<file path="src/logic/fdr_pkg.sv">
// Behaviour
// - mode one: bit 5 shows select bit 0
// - mode one: bit 4 toggles on write-data rise
// - mode one: bit 3 toggles on read-data rise
// - mode two: bit 7 high when no second unit
// - mode two: bits 4,3 complement latched data pins
// - mode two: bit 2 complements latched write gate
// - mode two: bit 1 low while drive D selected
// - mode two: bit 0 low while drive C selected
// - digital output register is write-only control
// - master reset pin clears digital output register
// - normal mode: tape register holds bits 1:0 only
// - three-mode: bits 7:6 mirror media bits 3:2
// - three-mode: bits 5:4 mirror selected drive type
// - three-mode: bits 3:2 mirror boot bits 1:0
// - tape select 00 none, else drives 1-3
// - index 4 reads main status, writes rate
// - rate follows last rate or config write
// - rate register bit 7 pulses software reset
// - rate register bit 6 selects power-down
// - rate register bits 4:2 select precompensation
package fdr_pkg;
  // register indices; byte address is four times the index
  localparam logic [3:0] FDR_IDX_STATUS_B = 4'h1;
  localparam logic [3:0] FDR_IDX_DIG_OUT = 4'h2;
  localparam logic [3:0] FDR_IDX_TAPE = 4'h3;
  localparam logic [3:0] FDR_IDX_MAIN_RATE = 4'h4;
  localparam logic [3:0] FDR_IDX_CFG_CTL = 4'h7;
  localparam logic [3:0] FDR_IDX_OPTIONS = 4'h8;
  localparam logic [3:0] FDR_IDX_DRIVE_TYPE = 4'h9;
  localparam logic [3:0] FDR_IDX_MEDIA_BOOT = 4'ha;
  // digital output register fields
  localparam int FDR_DOR_SEL_LO = 0;
  localparam int FDR_DOR_RUN_BIT = 2;
  localparam int FDR_DOR_REQ_EN_BIT = 3;
  localparam int FDR_DOR_MOT_LO = 4;
  localparam logic [7:0] FDR_DOR_RESET = 8'h00;
  // drive select codes
  localparam logic [1:0] FDR_DRV_A = 2'h0;
  localparam logic [1:0] FDR_DRV_B = 2'h1;
  localparam logic [1:0] FDR_DRV_C = 2'h2;
  localparam logic [1:0] FDR_DRV_D = 2'h3;
  // status b bit positions
  localparam int FDR_SB_MOT_A = 0;
  localparam int FDR_SB_MOT_B = 1;
  localparam int FDR_SB_DSC = 0;
  localparam int FDR_SB_DSD = 1;
  localparam int FDR_SB_WGATE = 2;
  localparam int FDR_SB_RDATA = 3;
  localparam int FDR_SB_WDATA = 4;
  localparam int FDR_SB_SEL0 = 5;
  localparam int FDR_SB_DSA = 5;
  localparam int FDR_SB_DSB = 6;
  localparam int FDR_SB_SECOND_UNIT_ABSENT = 7;
  // rate register fields
  localparam int FDR_DR_SWRST_BIT = 7;
  localparam int FDR_DR_PWRDN_BIT = 6;
  localparam int FDR_DR_PRECOMP_LO = 2;
  localparam int FDR_RATE_LO = 0;
  // tape register fields
  localparam int FDR_TD_MEDIA_LO = 6;
  localparam int FDR_TD_TYPE_LO = 4;
  localparam int FDR_TD_BOOT_LO = 2;
  localparam int FDR_TD_SEL_LO = 0;
  localparam int FDR_MB_MEDIA_LO = 2;
  localparam int FDR_MB_BOOT_LO = 0;
  // option register bits
  localparam int FDR_OPT_MODE_BIT = 0;
  localparam int FDR_OPT_3MODE_BIT = 1;
  localparam int FDR_OPT_NO2ND_BIT = 2;
  localparam logic [2:0] FDR_OPT_RESET = 3'h0;
  localparam logic [7:0] FDR_RD_ZERO = 8'h00;
  typedef enum logic {FDR_MODE_ONE, FDR_MODE_TWO} fdr_mode_e;
endpackage

</file>
<file path="src/logic/fdr_pin_track.sv">
// follows one drive pin: toggles and sets a latch on each rising edge
module fdr_pin_track
  import fdr_pkg::*;
(
  input wire logic clk_sys_in,
  input wire logic reset_in,
  input wire logic pin_in,
  input wire logic clear_in,
  output logic toggle_out,
  output logic latch_out
);
  typedef struct packed {
    logic prev;
    logic toggle;
    logic latch;
  } fdr_track_s;
  fdr_track_s st_r;
  fdr_track_s st_nxt;
  logic rise;

  // a rise in the clearing cycle still sets the latch
  always_comb
  begin
    st_nxt = st_r;
    rise = pin_in & ~st_r.prev;
    st_nxt.prev = pin_in;
    st_nxt.toggle = st_r.toggle ^ rise;
    if (rise)
      st_nxt.latch = 1'b1;
    else if (clear_in)
      st_nxt.latch = 1'b0;
  end

  always_ff @(posedge clk_sys_in)
  begin
    if (reset_in)
      st_r <= '0;
    else
      st_r <= st_nxt;
  end

  assign toggle_out = st_r.toggle;
  assign latch_out = st_r.latch;
endmodule

</file>
<file path="src/logic/fdr_bus_port.sv">
// classic wishbone handshake: one wait state, ack for exactly one cycle
module fdr_bus_port
  import fdr_pkg::*;
(
  input wire logic clk_sys_in,
  input wire logic reset_in,
  input wire logic cyc_in,
  input wire logic stb_in,
  input wire logic we_in,
  input wire logic sel0_in,
  output logic ack_out,
  output logic rd_take_out,
  output logic wr_commit_out
);
  typedef struct packed {
    logic ack;
  } fdr_port_s;
  fdr_port_s st_r;
  fdr_port_s st_nxt;
  logic req;

  // ack drops after one cycle so a held request is not answered twice
  always_comb
  begin
    req = cyc_in & stb_in;
    st_nxt.ack = req & ~st_r.ack;
  end

  always_ff @(posedge clk_sys_in)
  begin
    if (reset_in)
      st_r <= '0;
    else
      st_r <= st_nxt;
  end

  // reads load data when taken, writes land on the acked edge
  assign rd_take_out = cyc_in & stb_in & ~we_in & ~st_r.ack;
  assign wr_commit_out = cyc_in & stb_in & we_in & sel0_in & st_r.ack;
  assign ack_out = st_r.ack;
endmodule

</file>
<file path="src/logic/fdr_regs.sv">
// host-side status and control registers of the floppy controller
//
// Chosen here: register access over Wishbone.
module fdr_regs
  import fdr_pkg::*;
(
  input wire logic clk_sys_in,
  input wire logic reset_in,
  input wire logic wb_cyc_in,
  input wire logic wb_stb_in,
  input wire logic wb_we_in,
  input wire logic [5:0] wb_adr_in,
  input wire logic [3:0] wb_sel_in,
  input wire logic [31:0] wb_dat_in,
  output logic [31:0] wb_dat_out,
  output logic wb_ack_out,
  input wire logic master_reset_pin_in,
  input wire logic write_data_pin_in,
  input wire logic read_data_pin_in,
  input wire logic write_gate_pin_in,
  input wire logic [7:0] main_status_in,
  output logic [1:0] drive_select_out,
  output logic [3:0] motor_enable_out,
  output logic req_irq_enable_out,
  output logic fdc_reset_out,
  output logic soft_reset_out,
  output logic power_down_out,
  output logic [2:0] write_shift_select_out,
  output logic [1:0] rate_sel_out,
  output logic [1:0] tape_unit_out
);
  typedef struct packed {
    logic [7:0] dor;
    logic [1:0] tape_sel;
    logic pwr_down;
    logic [2:0] precomp;
    logic [1:0] rate;
    logic [2:0] opt;
    logic [7:0] drive_type;
    logic [3:0] media_boot;
    logic soft_rst;
    logic fdc_rst;
    logic [7:0] rdata;
  } fdr_regs_s;
  fdr_regs_s st_r;
  fdr_regs_s st_nxt;

  logic rd_take;
  logic wr_commit;
  logic [3:0] idx;
  logic [7:0] wbyte;
  logic wd_tog, wd_lat, rd_tog, rd_lat, wg_tog, wg_lat;
  logic sb_clear;
  fdr_mode_e mode;
  logic three_mode;
  logic [1:0] sel;
  logic [7:0] status_b;
  logic [7:0] tape_byte;
  logic [7:0] rd_mux;

  fdr_bus_port u_port (
    .clk_sys_in(clk_sys_in),
    .reset_in(reset_in),
    .cyc_in(wb_cyc_in),
    .stb_in(wb_stb_in),
    .we_in(wb_we_in),
    .sel0_in(wb_sel_in[0]),
    .ack_out(wb_ack_out),
    .rd_take_out(rd_take),
    .wr_commit_out(wr_commit)
  );

  // reading status b consumes the mode-two latches
  assign sb_clear = rd_take & (idx == FDR_IDX_STATUS_B);

  fdr_pin_track u_wd (
    .clk_sys_in(clk_sys_in),
    .reset_in(reset_in),
    .pin_in(write_data_pin_in),
    .clear_in(sb_clear),
    .toggle_out(wd_tog),
    .latch_out(wd_lat)
  );

  fdr_pin_track u_rd (
    .clk_sys_in(clk_sys_in),
    .reset_in(reset_in),
    .pin_in(read_data_pin_in),
    .clear_in(sb_clear),
    .toggle_out(rd_tog),
    .latch_out(rd_lat)
  );

  fdr_pin_track u_wg (
    .clk_sys_in(clk_sys_in),
    .reset_in(reset_in),
    .pin_in(write_gate_pin_in),
    .clear_in(sb_clear),
    .toggle_out(wg_tog),
    .latch_out(wg_lat)
  );

  // decode helpers; only the low byte lane carries data
  assign idx = wb_adr_in[5:2];
  assign wbyte = wb_dat_in[7:0];
  assign mode = st_r.opt[FDR_OPT_MODE_BIT] ? FDR_MODE_TWO : FDR_MODE_ONE;
  assign three_mode = st_r.opt[FDR_OPT_3MODE_BIT];
  assign sel = st_r.dor[FDR_DOR_SEL_LO +: 2];

  // status b view depends on the compatibility mode
  always_comb
  begin
    status_b = FDR_RD_ZERO;
    case (mode)
      FDR_MODE_ONE:
      begin
        status_b[FDR_SB_SEL0] = st_r.dor[FDR_DOR_SEL_LO];
        status_b[FDR_SB_WDATA] = wd_tog;
        status_b[FDR_SB_RDATA] = rd_tog;
        status_b[FDR_SB_WGATE] = write_gate_pin_in;
        status_b[FDR_SB_MOT_B] = st_r.dor[FDR_DOR_MOT_LO + 1];
        status_b[FDR_SB_MOT_A] = st_r.dor[FDR_DOR_MOT_LO];
      end
      FDR_MODE_TWO:
      begin
        status_b[FDR_SB_SECOND_UNIT_ABSENT] = st_r.opt[FDR_OPT_NO2ND_BIT];
        status_b[FDR_SB_DSB] = (sel != FDR_DRV_B);
        status_b[FDR_SB_DSA] = (sel != FDR_DRV_A);
        status_b[FDR_SB_WDATA] = ~wd_lat;
        status_b[FDR_SB_RDATA] = ~rd_lat;
        status_b[FDR_SB_WGATE] = ~wg_lat;
        status_b[FDR_SB_DSD] = (sel != FDR_DRV_D);
        status_b[FDR_SB_DSC] = (sel != FDR_DRV_C);
      end
      default:
        status_b = FDR_RD_ZERO;
    endcase
  end

  // tape register; upper fields appear only in three-mode
  always_comb
  begin
    tape_byte = FDR_RD_ZERO;
    tape_byte[FDR_TD_SEL_LO +: 2] = st_r.tape_sel;
    if (three_mode)
    begin
      tape_byte[FDR_TD_MEDIA_LO +: 2] = st_r.media_boot[FDR_MB_MEDIA_LO +: 2];
      tape_byte[FDR_TD_TYPE_LO +: 2] = st_r.drive_type[{sel, 1'b0} +: 2];
      tape_byte[FDR_TD_BOOT_LO +: 2] = st_r.media_boot[FDR_MB_BOOT_LO +: 2];
    end
  end

  // read mux; digital output and rate registers are write-only
  always_comb
  begin
    case (idx)
      FDR_IDX_STATUS_B: rd_mux = status_b;
      FDR_IDX_TAPE: rd_mux = tape_byte;
      FDR_IDX_MAIN_RATE: rd_mux = main_status_in;
      FDR_IDX_OPTIONS: rd_mux = {5'h00, st_r.opt};
      FDR_IDX_DRIVE_TYPE: rd_mux = st_r.drive_type;
      FDR_IDX_MEDIA_BOOT: rd_mux = {4'h0, st_r.media_boot};
      default: rd_mux = FDR_RD_ZERO;
    endcase
  end

  // register writes, software reset pulse and master reset
  always_comb
  begin
    st_nxt = st_r;
    st_nxt.soft_rst = 1'b0;
    if (rd_take)
      st_nxt.rdata = rd_mux;
    if (wr_commit)
    begin
      case (idx)
        FDR_IDX_DIG_OUT: st_nxt.dor = wbyte;
        FDR_IDX_TAPE: st_nxt.tape_sel = wbyte[FDR_TD_SEL_LO +: 2];
        FDR_IDX_MAIN_RATE:
        begin
          st_nxt.soft_rst = wbyte[FDR_DR_SWRST_BIT];
          st_nxt.pwr_down = wbyte[FDR_DR_PWRDN_BIT];
          st_nxt.precomp = wbyte[FDR_DR_PRECOMP_LO +: 3];
          st_nxt.rate = wbyte[FDR_RATE_LO +: 2];
        end
        FDR_IDX_CFG_CTL: st_nxt.rate = wbyte[FDR_RATE_LO +: 2];
        FDR_IDX_OPTIONS: st_nxt.opt = wbyte[2:0];
        FDR_IDX_DRIVE_TYPE: st_nxt.drive_type = wbyte;
        FDR_IDX_MEDIA_BOOT: st_nxt.media_boot = wbyte[3:0];
        default: st_nxt.rdata = st_nxt.rdata;
      endcase
    end
    // the pin wins over a write landing in the same cycle
    if (master_reset_pin_in)
      st_nxt.dor = FDR_DOR_RESET;
    st_nxt.fdc_rst = ~st_nxt.dor[FDR_DOR_RUN_BIT] | st_nxt.soft_rst;
  end

  always_ff @(posedge clk_sys_in)
  begin
    if (reset_in)
    begin
      st_r <= '0;
      st_r.dor <= FDR_DOR_RESET;
      st_r.opt <= FDR_OPT_RESET;
      st_r.fdc_rst <= 1'b1; // cleared register means controller held in reset
    end
    else
      st_r <= st_nxt;
  end

  // outputs all come from the state register
  assign wb_dat_out = {24'h000000, st_r.rdata};
  assign drive_select_out = st_r.dor[FDR_DOR_SEL_LO +: 2];
  assign motor_enable_out = st_r.dor[FDR_DOR_MOT_LO +: 4];
  assign req_irq_enable_out = st_r.dor[FDR_DOR_REQ_EN_BIT];
  assign fdc_reset_out = st_r.fdc_rst;
  assign soft_reset_out = st_r.soft_rst;
  assign power_down_out = st_r.pwr_down;
  assign write_shift_select_out = st_r.precomp;
  assign rate_sel_out = st_r.rate;
  assign tape_unit_out = st_r.tape_sel;

  logic wr_dr, wr_cc, rd_sb, rd_td;
  assign wr_dr = wr_commit & (idx == FDR_IDX_MAIN_RATE);
  assign wr_cc = wr_commit & (idx == FDR_IDX_CFG_CTL);
  assign rd_sb = rd_take & (idx == FDR_IDX_STATUS_B);
  assign rd_td = rd_take & (idx == FDR_IDX_TAPE);
endmodule

</file>
<file path="config.mk">
export PLATFORM = sky130hd
export DESIGN_NAME = fdr_regs
export DESIGN_NICKNAME = d
export VERILOG_FILES = /design/src/logic/fdr_pkg.sv /design/src/logic/fdr_pin_track.sv /design/src/logic/fdr_bus_port.sv /design/src/logic/fdr_regs.sv
export SDC_FILE = /design/constraint.sdc
export NUM_CORES = 1
export LEC_CHECK = 0
export BUFFER_PORTS_ARGS = -buffer_cell sky130_fd_sc_hd__clkbuf_2
export CAP_MARGIN = 20
export CORE_MARGIN = 3
export CORE_UTILIZATION = 25
export CTS_CLUSTER_DIAMETER = 30
export CTS_CLUSTER_SIZE = 8
export DETAILED_ROUTE_END_ITERATION = 6
export PLACE_DENSITY = 0.54
export SKIP_CTS_REPAIR_TIMING = 1
export SYNTH_ARGS = -nofsm -noshare
export SYNTH_HDL_FRONTEND = slang
export SYNTH_SLANG_ARGS = --single-unit
export TNS_END_PERCENT = 20
</file>
<file path="constraint.sdc">
create_clock -name clk_sys_in -period 1.9 [get_ports clk_sys_in]
set_clock_uncertainty 0.2 [all_clocks]
set_input_delay 0.19 -clock clk_sys_in [delete_from_list [all_inputs] [get_ports clk_sys_in]]
set_output_delay 0.19 -clock clk_sys_in [all_outputs]
set_load 0.005 [all_outputs]
</file>
-- Yosys cells after proc, flatten, opt, wreduce, memory -nomap -nowiden
Cells that the tools add are included.
- input port bits: 59
- flip-flop bits (word level): 50
- output and inout bits: 50
- eq/ne operators: 11
- reduce and logical (&&, ||, !) cells: 13
- muxes and demuxes: 19
- bitwise operators: 24
- shift-type cells: 1
- operators by type and width (operator ; number):
    case mux 8 bit (6 select lines) ; 1
    two-way mux 27 bit ; 1
    AND reduction 2 bit ; 7
    equality test 4 bit (second input constant) ; 3
    case mux 6 bit (2 select lines) ; 1
    bitwise AND 1 bit ; 11
    NOT 1 bit ; 10
    two-way mux 3 bit ; 3
    equality test 4 x 2 -> 1 bit (second input constant) ; 2
    equality test 4 x 3 -> 1 bit (second input constant) ; 2
    two-way mux 4 bit ; 2
    two-way mux 8 bit ; 1
    nonzero test 2 bit ; 4
    indexed part select 8 x 4 -> 2 bit ; 1
    two-way mux 1 bit ; 6
    two-way mux 2 bit ; 3
    two-way mux 6 bit ; 1
    equality test 4 x 1 -> 1 bit (second input constant) ; 1
    != test 2 bit (second input constant) ; 2
    OR reduction 2 bit ; 2
    != test 2 x 1 -> 1 bit (second input constant) ; 1
    bitwise XOR 1 bit ; 2
    OR 1 bit ; 1

-- Logic depth before layout (Yosys ltp)
Gate-level depths: netlist (run 1).
- word-level depth: 8
- gate-level depth with buffers: 6
- gate-level depth less buffers: 4

-- Modules after synthesis
From an unflattened synthesis (run 1), not the netlist that was laid out.
- cell total of the unflattened synthesis: 298
- area, all modules: 2852.7 µm²
- by module, submodules not included (module ; instances ; cells an instance ; sequential area each (µm²) ; area an instance (µm²)):
    fdr_regs ; 1 ; 262 ; 820.8 ; 2446.1
    fdr_pin_track ; 3 ; 10 ; 60.1 ; 121.4
    fdr_bus_port ; 1 ; 6 ; 20.0 ; 42.5

-- Worst setup path before layout (run 1)
OpenSTA, ideal clock, no wires.
- path type: reg2reg
- start: reg st_r, in the netlist drive_select_out[0]
- end: reg st_r, in the netlist wb_dat_out[5]
- clock period less this slack: 1.662 ns
- stages on the path, launching flop included: 6
- slack: 0.238 ns
- arrival time: 1.332 ns
- cell sequence: dfxtp_1 clkbuf_1 mux4_2 nand3_1 and3_1 o21ai_1
- cells in the longest elaborated chain, start to end: 3
- ends and longest elaborated chain (what ; RTL line ; text):
    start: declaration ; fdr_regs.sv:45 ; fdr_regs_s st_r;
    start signal: assignment ; fdr_regs.sv:209 ; st_r <= st_nxt;
    indexed part select 8 x 4 -> 2 bit or nonzero test 2 bit (tied branches) ; fdr_regs.sv:148, fdr_regs.sv:128 ;
    two-way mux 6 bit or case mux 6 bit (2 select lines) (tied branches) ; fdr_regs.sv:145, fdr_regs.sv:114 ;
    case mux 8 bit (6 select lines) (*) ; fdr_regs.sv:156 ; case (idx)
Mark *: on every way between the ends. The rest lies on a longest branch, timed or not.
A chain may end at the register's enable or synchronous reset.

-- Final worst setup path (run 1)
- start: reg st_r, in the netlist motor_enable_out[0]
- end: reg st_r, in the netlist wb_dat_out[0]
- cells in the longest elaborated chain, start to end: 2
- ends and longest elaborated chain (what ; RTL line ; text):
    case mux 6 bit (2 select lines) ; fdr_regs.sv:114 ; case (mode)
    case mux 8 bit (6 select lines) ; fdr_regs.sv:156 ;
Every way passes these cells.

==> results of run 1 <==
[cell type report]
type | count | area share
Multi-Input combinational cell | 195 | 0.4288
Clock inverter | 3 | 0.01373
Sequential cell | 50 | 0.3138
Timing Repair Buffer | 82 | 0.1640
Tap cell | 136 | 0.05335
Clock buffer | 5 | 0.02158
Inverter | 4 | 0.004708
[layout by cell type, fill, tap and decap left out, drive strengths merged, types with 8 or more instances in the layout]
cell type    synthesis  layout
clkbuf               7      60
mux2i               36      36
dfxtp               50      50
nor2b                9       9
buf                 54      19
nand3               13      13
dlygate4sd3          0       8
nor2                38      38
nand2               12      12
conb                 1      24
[path summary, 6_finish.rpt]
check	from	endpoint	slack, ns
setup reg to reg	motor_enable_out[0]	wb_dat_out[0]	0.09
setup / recovery	motor_enable_out[0]	wb_dat_out[0]	0.09
hold / removal	wb_dat_in[4]	motor_enable_out[0]	-0.03
hold reg to reg	wb_dat_out[6]	wb_dat_out[6]	0.25
[metrics by stage]
step	total power [mW]	hold WS [ns]	area (sq um)	setup slack [ns]
final	2.043	-0.03130	3189	0.09090
after CTS	2.065	-0.1066	3102	-0.05900
after global routing	2.137	0.005250	3189	-0.002893
after global placement	1.283	0.2185	2989	-0.03379
after floorplan	1.235	0.1082	2800	0.2380
after detailed placement	1.286	0.2272	2989	-0.03412
[sequential cells by signal (all words and copies together) (netlist names), 2 cells and up]
register and count:
st_r 16, wb_dat_out 8, motor_enable_out 4, write_shift_select_out 3
drive_select_out 2, rate_sel_out 2, tape_unit_out 2
[worst max-delay path, delay by kind of cell, from the launching register on]
| family | cells | cell delay [ns] |
|---|---|---|
| AND/OR/NAND/NOR | 1 | 0.28 |
| AO/OA/AOI/OAI | 3 | 0.70 |
| flip-flops | 1 | 0.35 |
| buffers and inverters | 1 | 0.17 |
[power by group through the flow]
stage / combinational, mW / sequential, mW / clock (mW)
after floorplan: 0.143 / 1.09 / 0
after global placement: 0.190 / 1.09 / 0
after detailed placement: 0.193 / 1.09 / 0
after CTS: 0.194 / 1.07 / 0.802
after global routing: 0.230 / 1.07 / 0.835
final: 0.205 / 1.07 / 0.769
[layer usage]
metal,share of wire,vias to the layer above,GRT usage
met2,0.46,87,0.1846
met1,0.46,960,0.1589
met5,0,-,0
met4,0.012,0,0.03518
li1,-,1035,-
met3,0.066,6,0.02213
[cell families after synthesis]
group,synth area share
buf+inv,0.1618
compound gates,0.08437
flops,0.3688
simple gates,0.2213
xor+xnor,0.01291
mux,0.1494
other cells,0.001382
==> metrics.sh, run 1 <==
TOP_LEVEL_PORTS=109
SYNTH.CELL_AREA_SQ_UM=2714
INITIAL_UTILIZATION=0.2594
P_SW_mW=0.4944
FINAL_WIRELENGTH_MM=6.787
CLOCK_TRANSITION_AT_THE_REGISTERS_OF_THE_REPORTED_PATHS_NS=0.10
GRT.OVERFLOW.TOTAL=0
TIMING.CRITICAL_PATH.CELLS='or2_2 -> a32o_1 -> a2111oi_2 -> buf_4 -> o21ai_1'
YOSYS-TOP-CELLS-AREA='sky130_fd_sc_hd__dfxtp_1 (37%), sky130_fd_sc_hd__mux2i_1 (13%), sky130_fd_sc_hd__buf_4 (13%)'
POWER-PER-CELL-AREA_nW_PER_UM2=640.5
TRITONCTS.NUM_BUFFERS=5
REG2REGPATHDEPTH=5
TIMING.FINAL.MAX_SLEW_VIOLATIONS=0
FP.DIEAREA_SQ_UM=12140
CTS_ROOT_BUFFER='sky130_fd_sc_hd__clkbuf_8'
SHARE_SEQ_OF_TOTAL_POWER=0.523
VIAS_IN_THE_FIRST_GLOBAL_ROUTE=2014
TIMING.HOLD.WORST.CLASS='in -> reg'
TIMING.CRITICAL_PATH.FANOUT_MAX=3
GROUTE.USAGE.OVERALL=0.1159
CPMAXSTAGEDELAYCELL='sky130_fd_sc_hd__a2111oi_2'
POSTSYNTH.TOPFLOPCELL='sky130_fd_sc_hd__dfxtp_1'
ROUTABILITYCONGESTION=0.8360
NETLIST_TOP_CELLS_COUNT='sky130_fd_sc_hd__dfxtp_1 (50), sky130_fd_sc_hd__buf_4 (46), sky130_fd_sc_hd__nor2_1 (38)'
INTERNAL-POWER_mW=1.548
CP_SLOWEST_STAGE_DELAY_NS=0.39
FMAX_MHz=552.8
CELLS_AFTER_DPL=459
WORSTMARGINPINSLEW_NS=0.5070
FINAL_CRITICAL_PERIOD_NS=1.809
POST-DP-HPWL_MM=5.383
ROWS=37
HOLD_WS_NS=-0.03130
YOSYSWARNINGS=0
ROUTED-VIA-COUNT=2088
MAXCAPVIOLCOUNT=0
SETUP-TNS-FINAL_NS=0
IR_DROP_mV=0.3874
SYNTH.YOSYS.SEQ_AREA_SHARE=0.3688
SYN2LAYOUT_AREA_GROWTH_PCT=17.52
DRC_VIOLATION_COUNT_AFTER_ROUTING=0
TOTAL_LEAKAGE_POWER_nW=1.499
FINAL.FILL_COUNT=1148
NETLIST.AREA_LEADER.SHARE=0.3688
FIRSTDRTPASSITERS=4
CRITPATHCAPTURETYPE='register'
WIRE_LENGTH_OF_THE_FIRST_GLOBAL_ROUTING_PASS_MM=10.68
ROUTEDWLPERCELL_UM=14.29
VIOLATIONS='negative hold slack'
SYNTH.FF_LATCH_COUNT=50
TIMING.CRITICAL_PATH.ARRIVAL_NS=1.80
CRITPATHLAUNCHTYPE='register'
CLOCK_PATH_BUFFERS=2
FINAL_SETUP_VIOLATING_ENDPOINTS=0
SYNTH_MOST_COMMON_CELL='sky130_fd_sc_hd__dfxtp_1'
POST_ROUTE_CELLS_DRIVE_ABOVE_1_SHARE=0.2950
DIE_W_UM=110.2
SYNTHARSTFLOPSHARE=0
TIMING.FINAL.HOLD_VIOLATIONS=3
GRT_START_MAX_NET_PINS=20
STATUS='finished with violations'
SYN_AREA_PER_CELL_SQ_UM=9.456
CLOCK_POWER_SHARE=0.377
DOMINANT_CELL_TYPE_BY_AREA_AFTER_SYNTHESIS='sky130_fd_sc_hd__dfxtp_1'
SYNTH_CELL_TYPES=46
TRITONCTS_NUM_SINKS=50
SWITCHING_SHARE=0.2420
ANTENNA_FOUND_INITIAL=0
MULTI_INPUT_AREA_SQ_UM=1368
ANTENNA_LEFT=0
COREAREA_SQ_UM=10460
FIN_CRIT_SH=0.9522
LAYOUT.CORE_UTILIZATION=0.3048
IO_BUFFER_COUNT=55
HOLDPATHSTAGES=3
TIMING.SETUP.CRITICAL_PATH_CLASS='reg -> reg'
FP.DIEH_UM=110.2
CTS_MAX_LEVEL=2
WORST_SLEW_MARGIN_REL=0.6606
VIAS_PER_CELL=4.396
CTS_TREE='done'
COMB_POWER_SHARE=0.100
AREA.SEQUENTIAL_SQ_UM=1001
INSTANCES_NO_FILL=475
FINAL_NET_COUNT=397
CRIT_REQUIRED_NS=1.89
SYNTH_ENABLE_FLOP_CELLS=0
SYNTHCELLS=287
WORST_SKEW_PAIR.LATE_LATENCY_NS=0.31
ANTENNA_CELLS_INSERTED=0
DRT-INITIAL-DRC-COUNT=103
No activity file was read; power rests on OpenSTA's default activity.
==> run 2, diff against run 1 <==
Settings changed: RECOVER_POWER from default to 25.
==> metrics.sh, run 2 (synthesized netlist as in run 1, its figures left out) <==
STATUS='finished with violations'
VIOLATIONS='negative hold slack'
FINAL_CRITICAL_PERIOD_NS=1.809
FIN_CRIT_SH=0.9522
ROUTED-VIA-COUNT=2085
FINAL_WIRELENGTH_MM=6.809
GROUTE.USAGE.OVERALL=0.1159
GRT.OVERFLOW.TOTAL=0
TIMING.CRITICAL_PATH.ARRIVAL_NS=1.81
NUMBER_OF_FLIP_FLOPS_UNDER_THE_LARGEST_REGISTER_NAME=16
TRITONCTS.NUM_BUFFERS=5
FMAX_MHz=552.8
ANTENNA_CELLS_INSERTED=0
POWER-PER-CELL-AREA_nW_PER_UM2=644.5
DIE_W_UM=110.2
FIN_TOTAL_PWR_mW=2.047
MOST-COMMON-LAYOUT-CELLS='sky130_fd_sc_hd__dfxtp_1 (50), sky130_fd_sc_hd__clkbuf_2 (44), sky130_fd_sc_hd__nor2_1 (38), sky130_fd_sc_hd__mux2i_1 (36), sky130_fd_sc_hd__conb_1 (24)'
INITIAL_UTILIZATION=0.2594
FINAL_SETUP_VIOLATING_ENDPOINTS=0
CTS_TREE='done'
CTS_MAX_LEVEL=2
TIMING.FINAL.HOLD_VIOLATIONS=3
CP_SLOWEST_STAGE_DELAY_NS=0.39
CLOCK_PATH_BUFFERS=2
FINAL_NET_COUNT=397
VIAS_IN_THE_FIRST_GLOBAL_ROUTE=2014
FP.DIEH_UM=110.2
CPMAXSTAGEDELAYCELL='sky130_fd_sc_hd__a2111oi_2'
LARGEST-REGISTER='st_r'
POST-ROUTE-CELL-AREA_SQ_UM=3176
MAXCAPVIOLCOUNT=0
ROUTABILITYCONGESTION=0.8360
ROUTEDWLPERCELL_UM=14.33
INTERNAL-POWER_mW=1.548
SYN2LAYOUT_AREA_GROWTH_PCT=17.01
DRC_VIOLATION_COUNT_AFTER_ROUTING=0
POST_ROUTE_CELLS_DRIVE_ABOVE_1_SHARE=0.2625
TIMING.CRITICAL_PATH.FANOUT_MAX=3
IO_BUFFER_COUNT=55
HOLD_WS_NS=-0.03130
WORST_SKEW_PAIR.LATE_LATENCY_NS=0.30
CLOCK_POWER_SHARE=0.378
ANTENNA_LEFT=0
CLOCK_TRANSITION_AT_THE_REGISTERS_OF_THE_REPORTED_PATHS_NS=0.10
WIRE_LENGTH_OF_THE_FIRST_GLOBAL_ROUTING_PASS_MM=10.68
HOLDPATHSTAGES=3
CRIT_CELLS=5
ROWS=37
CRIT_FAMILY='compound AO/OA/AOI/OAI gates'
WORSTMARGINPINSLEW_NS=0.5029
LAYOUT.CELLS.MOST_COMMON='sky130_fd_sc_hd__dfxtp_1'
P_SW_mW=0.4986
SWITCHING_SHARE=0.2436
WORST_SLEW_MARGIN_REL=0.6633
TRITONCTS_NUM_SINKS=50
ANTENNA_FOUND_INITIAL=0
TOP_LEVEL_PORTS=109
TIMING.HOLD.WORST.CLASS='in -> reg'
TOTAL_LEAKAGE_POWER_nW=1.463
TIMING.CRITICAL_PATH.CELLS='or2_2 -> a32o_1 -> a2111oi_2 -> buf_4 -> o21ai_1'
CRIT_REQUIRED_NS=1.90
POST-DP-HPWL_MM=5.383
CRITPATHLAUNCHTYPE='register'
DPL-INSTANCE-AREA_SQ_UM=2989
TIMING.SETUP.CRITICAL_PATH_CLASS='reg -> reg'
CRITPATHBUFINV=1
COREAREA_SQ_UM=10460
SHARE_SEQ_OF_TOTAL_POWER=0.522
TIMING.FINAL.MAX_SLEW_VIOLATIONS=0
FIRSTDRTPASSITERS=4
VIAS_PER_CELL=4.389
CTS_ROOT_BUFFER='sky130_fd_sc_hd__clkbuf_8'
COMB_POWER_SHARE=0.100
DRT-INITIAL-DRC-COUNT=104
FP.DIEAREA_SQ_UM=12140
IR_DROP_mV=0.3878
GRT_START_MAX_NET_PINS=20
CRITPATHCAPTURETYPE='register'
REG2REGPATHDEPTH=5
==> run 2: cell counts in the layout (fill, tap and decap cells not counted) <==
Identical to the previous run, type by type.
==> run 2: path summary, 6_finish.rpt <==
path	start	end	slack, ns
min	wb_dat_in[4]	motor_enable_out[0]	-0.03
max	motor_enable_out[0]	wb_dat_out[0]	0.09
max reg2reg	motor_enable_out[0]	wb_dat_out[0]	0.09
min reg2reg	wb_dat_out[6]	wb_dat_out[6]	0.25
==> run 2: cell type report <==
class / count / area [sq um]
Clock buffer: 5 / 68.82
Clock inverter: 3 / 43.79
Tap cell: 136 / 170.2
Multi-Input combinational cell: 195 / 1368
Sequential cell: 50 / 1001
Inverter: 4 / 15.01
Fill cell: 1152 / 7287
Timing Repair Buffer: 82 / 509.2
==> run 2: per-layer routing <==
metal,global-route usage,wire [um]
met5,0,0
met4,0.03518,79
met3,0.02213,451
met2,0.1846,3092
met1,0.1589,3185
==> run 2: per-stage QoR <==
stage,TNS [ns],worst slack [ns],util,std cells,hold WS (ns)
final,0,0.09089,0.3035,475,-0.03130
after global routing,-0.002893,-0.002893,0.3035,475,0.005250
after CTS,-0.05900,-0.05900,0.2965,467,-0.1066
after detailed placement,-0.03412,-0.03412,0.2857,459,0.2272
after global placement,-0.03379,-0.03379,0.2857,459,0.2185
after floorplan,0,0.2380,-,310,0.1082
==> run 2: worst reg2reg max path, delay by kind of cell, from the launching register on <==
family | cells | cell delay (ns)
AO/OA/AOI/OAI | 3 | 0.70
AND/OR/NAND/NOR | 1 | 0.28
flip-flops | 1 | 0.35
buffers and inverters | 1 | 0.17
==> run 2: power by group through the flow <==
stage,logic [mW],clock network [mW],registers [mW]
final,0.205,0.773,1.07
after global routing,0.230,0.835,1.07
after CTS,0.194,0.802,1.07
after detailed placement,0.193,0,1.09
after global placement,0.190,0,1.09
after floorplan,0.143,0,1.09
